<file path="src/sip_defs.vh">
`ifndef SIP_DEFS_VH
`define SIP_DEFS_VH

// ************************************************************
// Register map (byte addresses, one 16-bit register each)
// ************************************************************
`define SIP_ADDR_W              8
`define SIP_DATA_W              16
`define SIP_OFF_IRQ_MASK        8'h90
`define SIP_OFF_IRQ_STATUS      8'h92
`define SIP_OFF_GLOBAL_CTRL     8'hC6
`define SIP_OFF_WAKE_CTRL       8'hD4
`define SIP_OFF_PIN_STATUS      8'hE0

// ************************************************************
// Field positions
// ************************************************************
`define SIP_GC_LED_MODE_BIT     9
`define SIP_WK_ENABLE_LSB       0
`define SIP_WK_POLARITY_BIT     4
`define SIP_WK_STATUS_LSB       8
`define SIP_WAKE_SRC_N          4
`define SIP_IRQ_LINK_BIT        0
`define SIP_IRQ_SPEED_BIT       1
`define SIP_IRQ_WAKE_BIT        2
`define SIP_IRQ_STRAP_BIT       3
`define SIP_IRQ_EXT_LSB         4
`define SIP_IRQ_EXT_N           4
`define SIP_PS_STRAP_BIT        0
`define SIP_PS_STRAP_VALID_BIT  1
`define SIP_PS_LINK_BIT         2
`define SIP_PS_SPEED_BIT        3
`define SIP_PS_WAKE_BIT         4
`define SIP_PS_IRQ_BIT          5

// ************************************************************
// Reset values
// ************************************************************
`define SIP_RST_LED_MODE        1'b0
`define SIP_RST_WAKE_POLARITY   1'b0
`define SIP_RST_WAKE_ENABLE     4'h0
`define SIP_RST_IRQ_MASK        16'h0000
`define SIP_RST_STRAP           1'b0

// ************************************************************
// Timing
// ************************************************************
`define SIP_CLK_MHZ             125
`define SIP_BLINK_HALF_US       50000
`define SIP_BLINK_HALF_CYC      (`SIP_BLINK_HALF_US * `SIP_CLK_MHZ)
`define SIP_BLINK_HALVES        4
`define SIP_STRAP_SETTLE_CYC    2

`endif

</file>
<file path="src/sip_sync2.v">
`default_nettype none

// ************************************************************
// Two-stage synchroniser for asynchronous pin levels
// ************************************************************
module sip_sync2 #(
   parameter WIDTH = 1
) (
   input  wire             clk_sys,
   input  wire             rst,
   input  wire [WIDTH-1:0] asyncIn,
   output wire [WIDTH-1:0] syncOut
);

   reg [WIDTH-1:0] stageOne;
   reg [WIDTH-1:0] stageTwo;

   always @(posedge clk_sys or posedge rst) begin
      if (rst) begin
         stageOne <= {WIDTH{1'b0}};
         stageTwo <= {WIDTH{1'b0}};
      end else begin
         stageOne <= asyncIn;
         stageTwo <= stageOne;
      end
   end

   assign syncOut = stageTwo;

endmodule // sip_sync2

`default_nettype wire

</file>
<file path="src/sip_blinker.v">
`default_nettype none

// ************************************************************
// Activity blink generator
// ************************************************************
// Each activity pulse (re)arms a run of HALVES half periods; the phase
// toggles at every half period, so the LED blinks while traffic flows.
module sip_blinker #(
   parameter CNT_W       = 24,
   parameter HALF_CYCLES = 6250000,
   parameter HALVES      = 4
) (
   input  wire clk_sys,
   input  wire rst,
   input  wire activity,
   output reg  busy,
   output reg  phase
);

   localparam integer     HALF_LAST_I = HALF_CYCLES - 1;
   localparam integer     HALF_RUNS_I = HALVES;
   localparam [CNT_W-1:0] HALF_LAST   = HALF_LAST_I[CNT_W-1:0];
   localparam [7:0]       HALF_RUNS   = HALF_RUNS_I[7:0];

   reg [CNT_W-1:0] halfCount;
   reg [7:0]       halvesLeft;

   always @(posedge clk_sys or posedge rst) begin
      if (rst) begin
         halfCount  <= {CNT_W{1'b0}};
         halvesLeft <= 8'h00;
         busy       <= 1'b0;
         phase      <= 1'b0;
      end else if (activity) begin
         // Retriggering keeps the phase so a steady stream blinks evenly.
         halvesLeft <= HALF_RUNS;
         busy       <= 1'b1;
         if (!busy) begin
            halfCount <= {CNT_W{1'b0}};
            phase     <= 1'b0;
         end
      end else if (busy) begin
         if (halfCount == HALF_LAST) begin
            halfCount <= {CNT_W{1'b0}};
            phase     <= ~phase;
            if (halvesLeft == 8'h01) begin
               busy       <= 1'b0;
               halvesLeft <= 8'h00;
            end else begin
               halvesLeft <= halvesLeft - 8'h01;
            end
         end else begin
            halfCount <= halfCount + {{(CNT_W-1){1'b0}}, 1'b1};
         end
      end
   end

endmodule // sip_blinker

`default_nettype wire

</file>
<file path="src/sip_status_pins.v">
// Operation
// - LED outputs are active low.
// - Global bit selects LED mapping, default zero.
// - Link steady, activity blinks, speed lit 100.
// - Wake output asserts on enabled wake event.
// - Wake polarity programmable, default active low.
// - Interrupt output low while unmasked status bit set.
// - EEPROM data pin pull sampled as strap.
`include "sip_defs.vh"
`default_nettype none

module sip_status_pins #(
   parameter BLINK_CYCLES = `SIP_BLINK_HALF_CYC,
   parameter BLINK_CNT_W  = 24,
   parameter WAKE_N       = `SIP_WAKE_SRC_N,
   parameter EXT_N        = `SIP_IRQ_EXT_N
) (
   input  wire                     clk_sys,
   input  wire                     rst,
   // Register port.
   input  wire [`SIP_ADDR_W-1:0]   regAddr,
   input  wire [`SIP_DATA_W-1:0]   regWrData,
   input  wire                     regWrite,
   input  wire                     regRead,
   output reg  [`SIP_DATA_W-1:0]   regRdData,
   // Status from the PHY and MAC, same clock domain.
   input  wire                     linkUp,
   input  wire                     speed100,
   input  wire                     activity,
   input  wire [WAKE_N-1:0]        wakeDetect,
   input  wire [EXT_N-1:0]         extIrq,
   // EEPROM loader drive request.
   input  wire                     loaderDataOut,
   input  wire                     loaderDataOe,
   // Pins.
   output reg                      indicator_a_out_n,
   output reg                      indicator_b_out_n,
   output reg                      wake_event_out,
   output reg                      host_irq_n,
   input  wire                     eeprom_data_io_in,
   output reg                      eeprom_data_io_out,
   output reg                      eeprom_data_io_oe,
   output wire                     eepromPresent,
   output wire                     strapValid
);

   // ************************************************************
   // Local constants
   // ************************************************************
   localparam [2:0] ST_SETTLE = 3'b001;
   localparam [2:0] ST_SAMPLE = 3'b010;
   localparam [2:0] ST_HELD   = 3'b100;
   localparam integer SETTLE_LAST_I = `SIP_STRAP_SETTLE_CYC - 1;
   localparam [1:0]   SETTLE_LAST   = SETTLE_LAST_I[1:0];

   // ************************************************************
   // Pin synchronisation
   // ************************************************************
   wire eepromPinSync;

   sip_sync2 #(
      .WIDTH   (1)
   ) u_eepromSync (
      .clk_sys (clk_sys),
      .rst     (rst),
      .asyncIn (eeprom_data_io_in),
      .syncOut (eepromPinSync)
   );

   // ************************************************************
   // Strap capture
   // ************************************************************
   // The pin is left undriven until the strap is held, so only the
   // external pull sets its level while the sample is taken.
   reg [2:0] strapState;
   reg [2:0] next_strapState;
   reg [1:0] settleCount;
   reg       strapLevel;
   reg       strapDone;
   wire      strapEvent;

   always @* begin
      next_strapState = strapState;
      case (strapState)
         ST_SETTLE: begin
            if (settleCount == SETTLE_LAST)
               next_strapState = ST_SAMPLE;
         end
         ST_SAMPLE: next_strapState = ST_HELD;
         ST_HELD:   next_strapState = ST_HELD;
         default:   next_strapState = ST_SETTLE;
      endcase
   end

   always @(posedge clk_sys or posedge rst) begin
      if (rst) begin
         strapState  <= ST_SETTLE;
         settleCount <= 2'b00;
         strapLevel  <= `SIP_RST_STRAP;
         strapDone   <= 1'b0;
      end else begin
         strapState <= next_strapState;
         if (strapState == ST_SETTLE)
            settleCount <= settleCount + 2'b01;
         if (strapState == ST_SAMPLE) begin
            strapLevel <= eepromPinSync;
            strapDone  <= 1'b1;
         end
      end
   end

   assign strapEvent    = (strapState == ST_SAMPLE);
   assign eepromPresent = strapLevel;
   assign strapValid    = strapDone;

   // The loader may drive the data pin only once the strap is held.
   always @(posedge clk_sys or posedge rst) begin
      if (rst) begin
         eeprom_data_io_out <= 1'b0;
         eeprom_data_io_oe  <= 1'b0;
      end else begin
         eeprom_data_io_out <= loaderDataOut & strapDone;
         eeprom_data_io_oe  <= loaderDataOe & strapDone & strapLevel;
      end
   end

   // ************************************************************
   // Register decode
   // ************************************************************
   wire hitMask   = (regAddr == `SIP_OFF_IRQ_MASK);
   wire hitStatus = (regAddr == `SIP_OFF_IRQ_STATUS);
   wire hitGlobal = (regAddr == `SIP_OFF_GLOBAL_CTRL);
   wire hitWake   = (regAddr == `SIP_OFF_WAKE_CTRL);
   wire hitPins   = (regAddr == `SIP_OFF_PIN_STATUS);

   reg                     ledMode;
   reg                     wakePolarity;
   reg [WAKE_N-1:0]        wakeEnable;
   reg [WAKE_N-1:0]        wakeStatus;
   reg [`SIP_DATA_W-1:0]   irqMask;
   reg [`SIP_DATA_W-1:0]   irqStatus;

   always @(posedge clk_sys or posedge rst) begin
      if (rst) begin
         ledMode      <= `SIP_RST_LED_MODE;
         wakePolarity <= `SIP_RST_WAKE_POLARITY;
         wakeEnable   <= `SIP_RST_WAKE_ENABLE;
         irqMask      <= `SIP_RST_IRQ_MASK;
      end else if (regWrite) begin
         if (hitGlobal)
            ledMode <= regWrData[`SIP_GC_LED_MODE_BIT];
         if (hitWake) begin
            wakePolarity <= regWrData[`SIP_WK_POLARITY_BIT];
            wakeEnable   <= regWrData[`SIP_WK_ENABLE_LSB +: WAKE_N];
         end
         if (hitMask)
            irqMask <= regWrData;
      end
   end

   // ************************************************************
   // Wake event logic
   // ************************************************************
   // Detected, enabled events are held until software writes a one to
   // the matching status bit; a detection in that cycle wins.
   wire [WAKE_N-1:0] wakeClear = (regWrite && hitWake) ?
                                 regWrData[`SIP_WK_STATUS_LSB +: WAKE_N] :
                                 {WAKE_N{1'b0}};
   wire              wakeActive = |wakeStatus;

   genvar w;
   generate
      for (w = 0; w < WAKE_N; w = w + 1) begin : g_wake
         always @(posedge clk_sys or posedge rst) begin
            if (rst)
               wakeStatus[w] <= 1'b0;
            else if (wakeDetect[w] && wakeEnable[w])
               wakeStatus[w] <= 1'b1;
            else if (wakeClear[w])
               wakeStatus[w] <= 1'b0;
         end
      end
   endgenerate

   // Polarity zero means active low; the idle level follows the setting.
   always @(posedge clk_sys or posedge rst) begin
      if (rst)
         wake_event_out <= 1'b1;
      else
         wake_event_out <= wakePolarity ? wakeActive : ~wakeActive;
   end

   // ************************************************************
   // Interrupt status and mask
   // ************************************************************
   reg                   linkLast;
   reg                   speedLast;
   reg                   wakeLast;
   wire [`SIP_DATA_W-1:0] irqSet;
   wire [`SIP_DATA_W-1:0] irqClear;

   always @(posedge clk_sys or posedge rst) begin
      if (rst) begin
         linkLast  <= 1'b0;
         speedLast <= 1'b0;
         wakeLast  <= 1'b0;
      end else begin
         linkLast  <= linkUp;
         speedLast <= speed100;
         wakeLast  <= wakeActive;
      end
   end

   assign irqSet[`SIP_IRQ_LINK_BIT]  = linkUp ^ linkLast;
   assign irqSet[`SIP_IRQ_SPEED_BIT] = speed100 ^ speedLast;
   assign irqSet[`SIP_IRQ_WAKE_BIT]  = wakeActive & ~wakeLast;
   assign irqSet[`SIP_IRQ_STRAP_BIT] = strapEvent;
   assign irqSet[`SIP_IRQ_EXT_LSB +: EXT_N] = extIrq;
   assign irqSet[`SIP_DATA_W-1:`SIP_IRQ_EXT_LSB+EXT_N] =
          {(`SIP_DATA_W-`SIP_IRQ_EXT_LSB-EXT_N){1'b0}};
   assign irqClear = (regWrite && hitStatus) ? regWrData : {`SIP_DATA_W{1'b0}};

   genvar b;
   generate
      for (b = 0; b < `SIP_DATA_W; b = b + 1) begin : g_irq
         always @(posedge clk_sys or posedge rst) begin
            if (rst)
               irqStatus[b] <= 1'b0;
            else if (irqSet[b])
               irqStatus[b] <= 1'b1;
            else if (irqClear[b])
               irqStatus[b] <= 1'b0;
         end
      end
   endgenerate

   wire irqPending = |(irqStatus & irqMask);

   // Pulled low while any unmasked bit is set, released otherwise.
   always @(posedge clk_sys or posedge rst) begin
      if (rst)
         host_irq_n <= 1'b1;
      else
         host_irq_n <= ~irqPending;
   end

   // ************************************************************
   // LED indication
   // ************************************************************
   wire blinkBusy;
   wire blinkPhase;

   sip_blinker #(
      .CNT_W       (BLINK_CNT_W),
      .HALF_CYCLES (BLINK_CYCLES),
      .HALVES      (`SIP_BLINK_HALVES)
   ) u_blinker (
      .clk_sys  (clk_sys),
      .rst      (rst),
      .activity (activity),
      .busy     (blinkBusy),
      .phase    (blinkPhase)
   );

   // Lit levels before the active-low inversion at the pins.
   wire litLink    = linkUp;
   wire litAct     = blinkBusy & blinkPhase;
   wire litLinkAct = linkUp & (~blinkBusy | blinkPhase);
   wire litSpeed   = linkUp & speed100;

   always @(posedge clk_sys or posedge rst) begin
      if (rst) begin
         indicator_a_out_n <= 1'b1;
         indicator_b_out_n <= 1'b1;
      end else if (ledMode) begin
         indicator_a_out_n <= ~litLink;
         indicator_b_out_n <= ~litAct;
      end else begin
         indicator_a_out_n <= ~litLinkAct;
         indicator_b_out_n <= ~litSpeed;
      end
   end

   // ************************************************************
   // Read data
   // ************************************************************
   // Read data stand for exactly one cycle; unmapped addresses read zero.
   reg [`SIP_DATA_W-1:0] readMux;

   always @* begin
      readMux = {`SIP_DATA_W{1'b0}};
      if (hitMask)
         readMux = irqMask;
      if (hitStatus)
         readMux = irqStatus;
      if (hitGlobal)
         readMux[`SIP_GC_LED_MODE_BIT] = ledMode;
      if (hitWake) begin
         readMux[`SIP_WK_ENABLE_LSB +: WAKE_N] = wakeEnable;
         readMux[`SIP_WK_POLARITY_BIT]         = wakePolarity;
         readMux[`SIP_WK_STATUS_LSB +: WAKE_N] = wakeStatus;
      end
      if (hitPins) begin
         readMux[`SIP_PS_STRAP_BIT]       = strapLevel;
         readMux[`SIP_PS_STRAP_VALID_BIT] = strapDone;
         readMux[`SIP_PS_LINK_BIT]        = linkUp;
         readMux[`SIP_PS_SPEED_BIT]       = speed100;
         readMux[`SIP_PS_WAKE_BIT]        = wakeActive;
         readMux[`SIP_PS_IRQ_BIT]         = irqPending;
      end
   end

   always @(posedge clk_sys or posedge rst) begin
      if (rst)
         regRdData <= {`SIP_DATA_W{1'b0}};
      else if (regRead)
         regRdData <= readMux;
      else
         regRdData <= {`SIP_DATA_W{1'b0}};
   end

endmodule // sip_status_pins

`default_nettype wire

</file>
<file path="config.mk">
export PLATFORM = sky130hd
export DESIGN_NAME = sip_status_pins
export DESIGN_NICKNAME = d
export VERILOG_FILES = /design/src/sip_sync2.v /design/src/sip_blinker.v /design/src/sip_status_pins.v
export VERILOG_INCLUDE_DIRS = /design/src
export SDC_FILE = /design/constraint.sdc
export NUM_CORES = 1
export LEC_CHECK = 0
export BUFFER_PORTS_ARGS = -buffer_cell sky130_fd_sc_hd__buf_2
export CORE_MARGIN = 2
export CORE_UTILIZATION = 30
export DETAILED_ROUTE_END_ITERATION = 8
export HOLD_SLACK_MARGIN = 0.03
export PLACE_DENSITY = 0.43
export SETUP_SLACK_MARGIN = 0.2
export SLEW_MARGIN = 10
export SYNTH_ARGS = -nofsm -noshare
export SYNTH_HDL_FRONTEND = slang
export SYNTH_SLANG_ARGS = --single-unit
export TNS_END_PERCENT = 30
</file>
<file path="constraint.sdc">
create_clock -name clk_sys -period 5.2 [get_ports clk_sys]
set_input_delay 0.26 -clock clk_sys [delete_from_list [all_inputs] [get_ports clk_sys]]
set_output_delay 0.26 -clock clk_sys [all_outputs]
set_load 0.01 [all_outputs]
</file>
==> run summary <==
Reg power frac = 50.7%
Setup crit start kind = flip-flop
Main synth FF type = dfrtp_1
Post-DP HPWL = 8010 um
Setup Skew = 5.97 ps
Peak VDD IR = 0.000145 V
Final GP Congestion = 0.771
Fin util = 35.7%
Final Setup Violations = 0
Rel. slew slack = 23.3%
Synth area leaders = dfrtp_1 (51%), mux2_2 (5.4%), a22oi_1 (3.4%)
Peak Freq = 339 MHz
Total Power = 1.70 mW
Total GRT Usage = 14.7%
Clock-pin slew on the worst setup and hold paths = 70 ps
Tcrit/Tclk final = 56.8%
First-pass GRT wire length = 19,300 um
Vias in the first global route = 3,590
Total CTS buffers = 9
Kind of critical path = reg -> reg
Later-pin clock latency in the skew report = 350 ps
Vias/cell = 5.09
NumNets Final = 540
Switching Fraction = 23.2%
Critical path data required time = 5450 ps
Crit path max fanout = 26
Std-Cell Rows = 46
RR Startpoint = u_blinker.busy$_DFF_PP0_
Fillers = 1,639
Syn_area_per_cell = 11.1 sq um
Number of placed cells counting well taps = 697
Post-synthesis net count = 480
Num ports = 66
Initial antenna violation count = 0
Worst path cell trace = inv_1, ha_1, nand4_4, or4_4, or4_1, a22oi_1
CTS tree = built
Clk buf depth = 2
RSZ-0062 raised after global routing = no
ANT cells = 0
MaxCap Viol Count = 0
Yosys reg bits = 102
Residual DRC = 0
NetSw = 393 uW
Pre-antenna DRT Iters = 4
CP Launch Point = u_blinker.busy$_DFF_PP0_
Status = completed
Clock sink total = 102
Worst Path Arrival = 3200 ps
Routed len/inst = 16.3 um
Synthesized cell area = 0.00479 sq mm
Area share of the leading cell type in the synthesized netlist = 50.6%
Final TNS setup = 0 ps
DR vias = 3,637
Register area share after synthesis = 53.4%
Worst Setup End Kind = flip-flop
Final worst path period need = 2950 ps
Pin count of the biggest net entering global routing = 56
Antenna-violating nets left = 0
LEAKAGE = 2.46 nW
Area leader, netlist = dfrtp_1
Cells after Synth = 433
Clock share of power = 42.1%
CTS root buf = clkbuf_16
Post-CTS Resized = 0
Die area = 0.0170 sq mm
Async set-reset flop share out of synthesis = 100%
Synth warnings = 0
Slew @ Worst Pin = 1140 ps
Post-synth EDFFs = 0
WL final = 11,600 um
Critical path's slowest cell = ha_1
Die width = 130 um
Final hold violations = 0
Buffers on Ports = 65
Slew Limit Fails = 0
Die Span Y = 130 um
Pint = 1.30 mW
Synth unique cells = 63
Hold Path Class = in -> async
Area delta synth->final = 17.3%
Slowest cell delay on critical path = 870 ps
Share of cells above drive strength 1 = 24.9%
DR iter-0 viols = 245
Non-Filler Instances = 714
Core Box Area = 0.0158 sq mm
CTS H-tree depth = 3
Part of the power in combinational logic = 7.3%
GRT Residual Overflow = 0
Pwr per Cell Area = 302 mW/mm^2
Starting density of the core = 30.4%
[cells in the mapped netlist, types with 2 or more instances]
library cell	n
or4_4	2
a21o_1	8
mux2i_1	4
ha_1	5
mux2_2	23
dfrtp_1	97
buf_2	4
a211o_1	2
o311ai_0	3
nor3_1	11
nand4_1	11
xnor2_1	8
and2_1	7
a22oi_1	22
o31ai_1	11
nor2_1	12
o2bb2ai_1	2
nor3b_1	3
clkbuf_1	11
xor2_1	3
nand2_1	39
inv_1	18
nor4_1	3
and3_1	2
buf_4	2
nor2b_1	2
or2_2	4
a41oi_1	3
or4_1	13
or3_1	10
dfstp_2	5
o211ai_1	2
nand3_1	12
a21oi_1	8
and4_1	3
nand2b_1	3
o41a_1	2
o21ai_0	19
nor4b_1	3
a31oi_1	4
a22o_1	5
[routing by layer]
layer,routed length (um),GRT usage [%]
met1,5700,20.2
met2,5310,23.3
met3,470,2.81
met4,169,5.19
met5,0,0
[power groups by stage]
stage          clock [mW]  sequential [mW]  combinational, mW
3_3_place_gp            0            0.875              0.125
2_1_floorplan           0            0.871             0.0727
3_5_place_dp            0            0.875              0.125
5_1_grt             0.772            0.865              0.139
4_1_cts             0.739            0.860              0.126
6_report            0.714            0.860              0.123
[final timing paths]
kind,end,slack (ps),cells after the start
setup / recovery,u_blinker.halfCount[22]$_DFFE_PP0P_,2250,6
hold / removal,u_eepromSync.stageOne$_DFF_PP0_,20,2
setup reg to reg,u_blinker.halfCount[22]$_DFFE_PP0P_,2250,6
hold reg to reg,u_eepromSync.syncOut$_DFF_PP0_,360,0
max in group asynchronous,regRdData[14]$_DFF_PP0_,4070,3
min in group clk_sys,irqStatus[4]$_DFFE_PP0P_,90,2
[cells in the final DEF (no fill, tap or decap), types with 12 or more instances in the layout]
cell type / netlist / final
dfrtp_1: 97 / 97
buf_2: 4 / 65
nand2_1: 39 / 39
mux2_2: 23 / 23
a22oi_1: 22 / 22
o21ai_0: 19 / 19
inv_1: 18 / 17
or4_1: 13 / 13
nand3_1: 12 / 12
nor2_1: 12 / 12
[flip-flops by register name, indices dropped and copies added (netlist names), 2 cells and up]
signal	cells
u_blinker.halvesLeft	8
wakeStatus	4
strapState	3
irqStatus	8
u_blinker.halfCount	24
settleCount	2
wakeEnable	4
regRdData	16
irqMask	16
[worst max-delay path, delay by kind of cell, from the launching register on]
kind | cells | cell delay (ps)
AO/OA/AOI/OAI | 1 | 180
adder cells (fa/ha/maj) | 1 | 870
buffers and inverters | 1 | 70
flip-flops | 1 | 340
AND/OR/NAND/NOR | 3 | 1400
[area by class of cell]
type	instances	area, sq um	share of cell area (%)
sequential	102	2560	45.5
multi-input combinational	293	2060	36.7
timing repair buffer	68	350	6.23
tap	216	270	4.81
clock buffer	11	233	4.14
clock inverter	5	75.1	1.33
inverter	19	73.8	1.31
[kinds of logic after synthesis]
logic type | count (synthesis) | share of synthesized area [%]
AO/OA/AOI/OAI | 98 | 14.5
XOR/XNOR | 11 | 2.01
adder cells (fa/ha/maj) | 5 | 1.30
buffers and inverters | 38 | 3.60
flip-flops | 102 | 53.4
multiplexers | 27 | 6.24
AND/OR/NAND/NOR | 152 | 19.0
[per-stage QoR]
stage | setup slack (ps) | hold slack [ps] | cell area (sq um)
after floorplan | 2270 | 291 | 4790
after global placement | 1930 | 340 | 5310
after detailed placement | 1910 | 350 | 5310
after CTS | 2230 | 49.8 | 5620
after global routing | 2040 | 74.6 | 5620
final | 2250 | 23.1 | 5620
[what timing repair did]
action,in CTS,in global routing
setup buffers,0,0
hold buffers,1,0
endpoints found under the hold margin,1,0
Note: power is estimated with default switching activity, not from simulation.
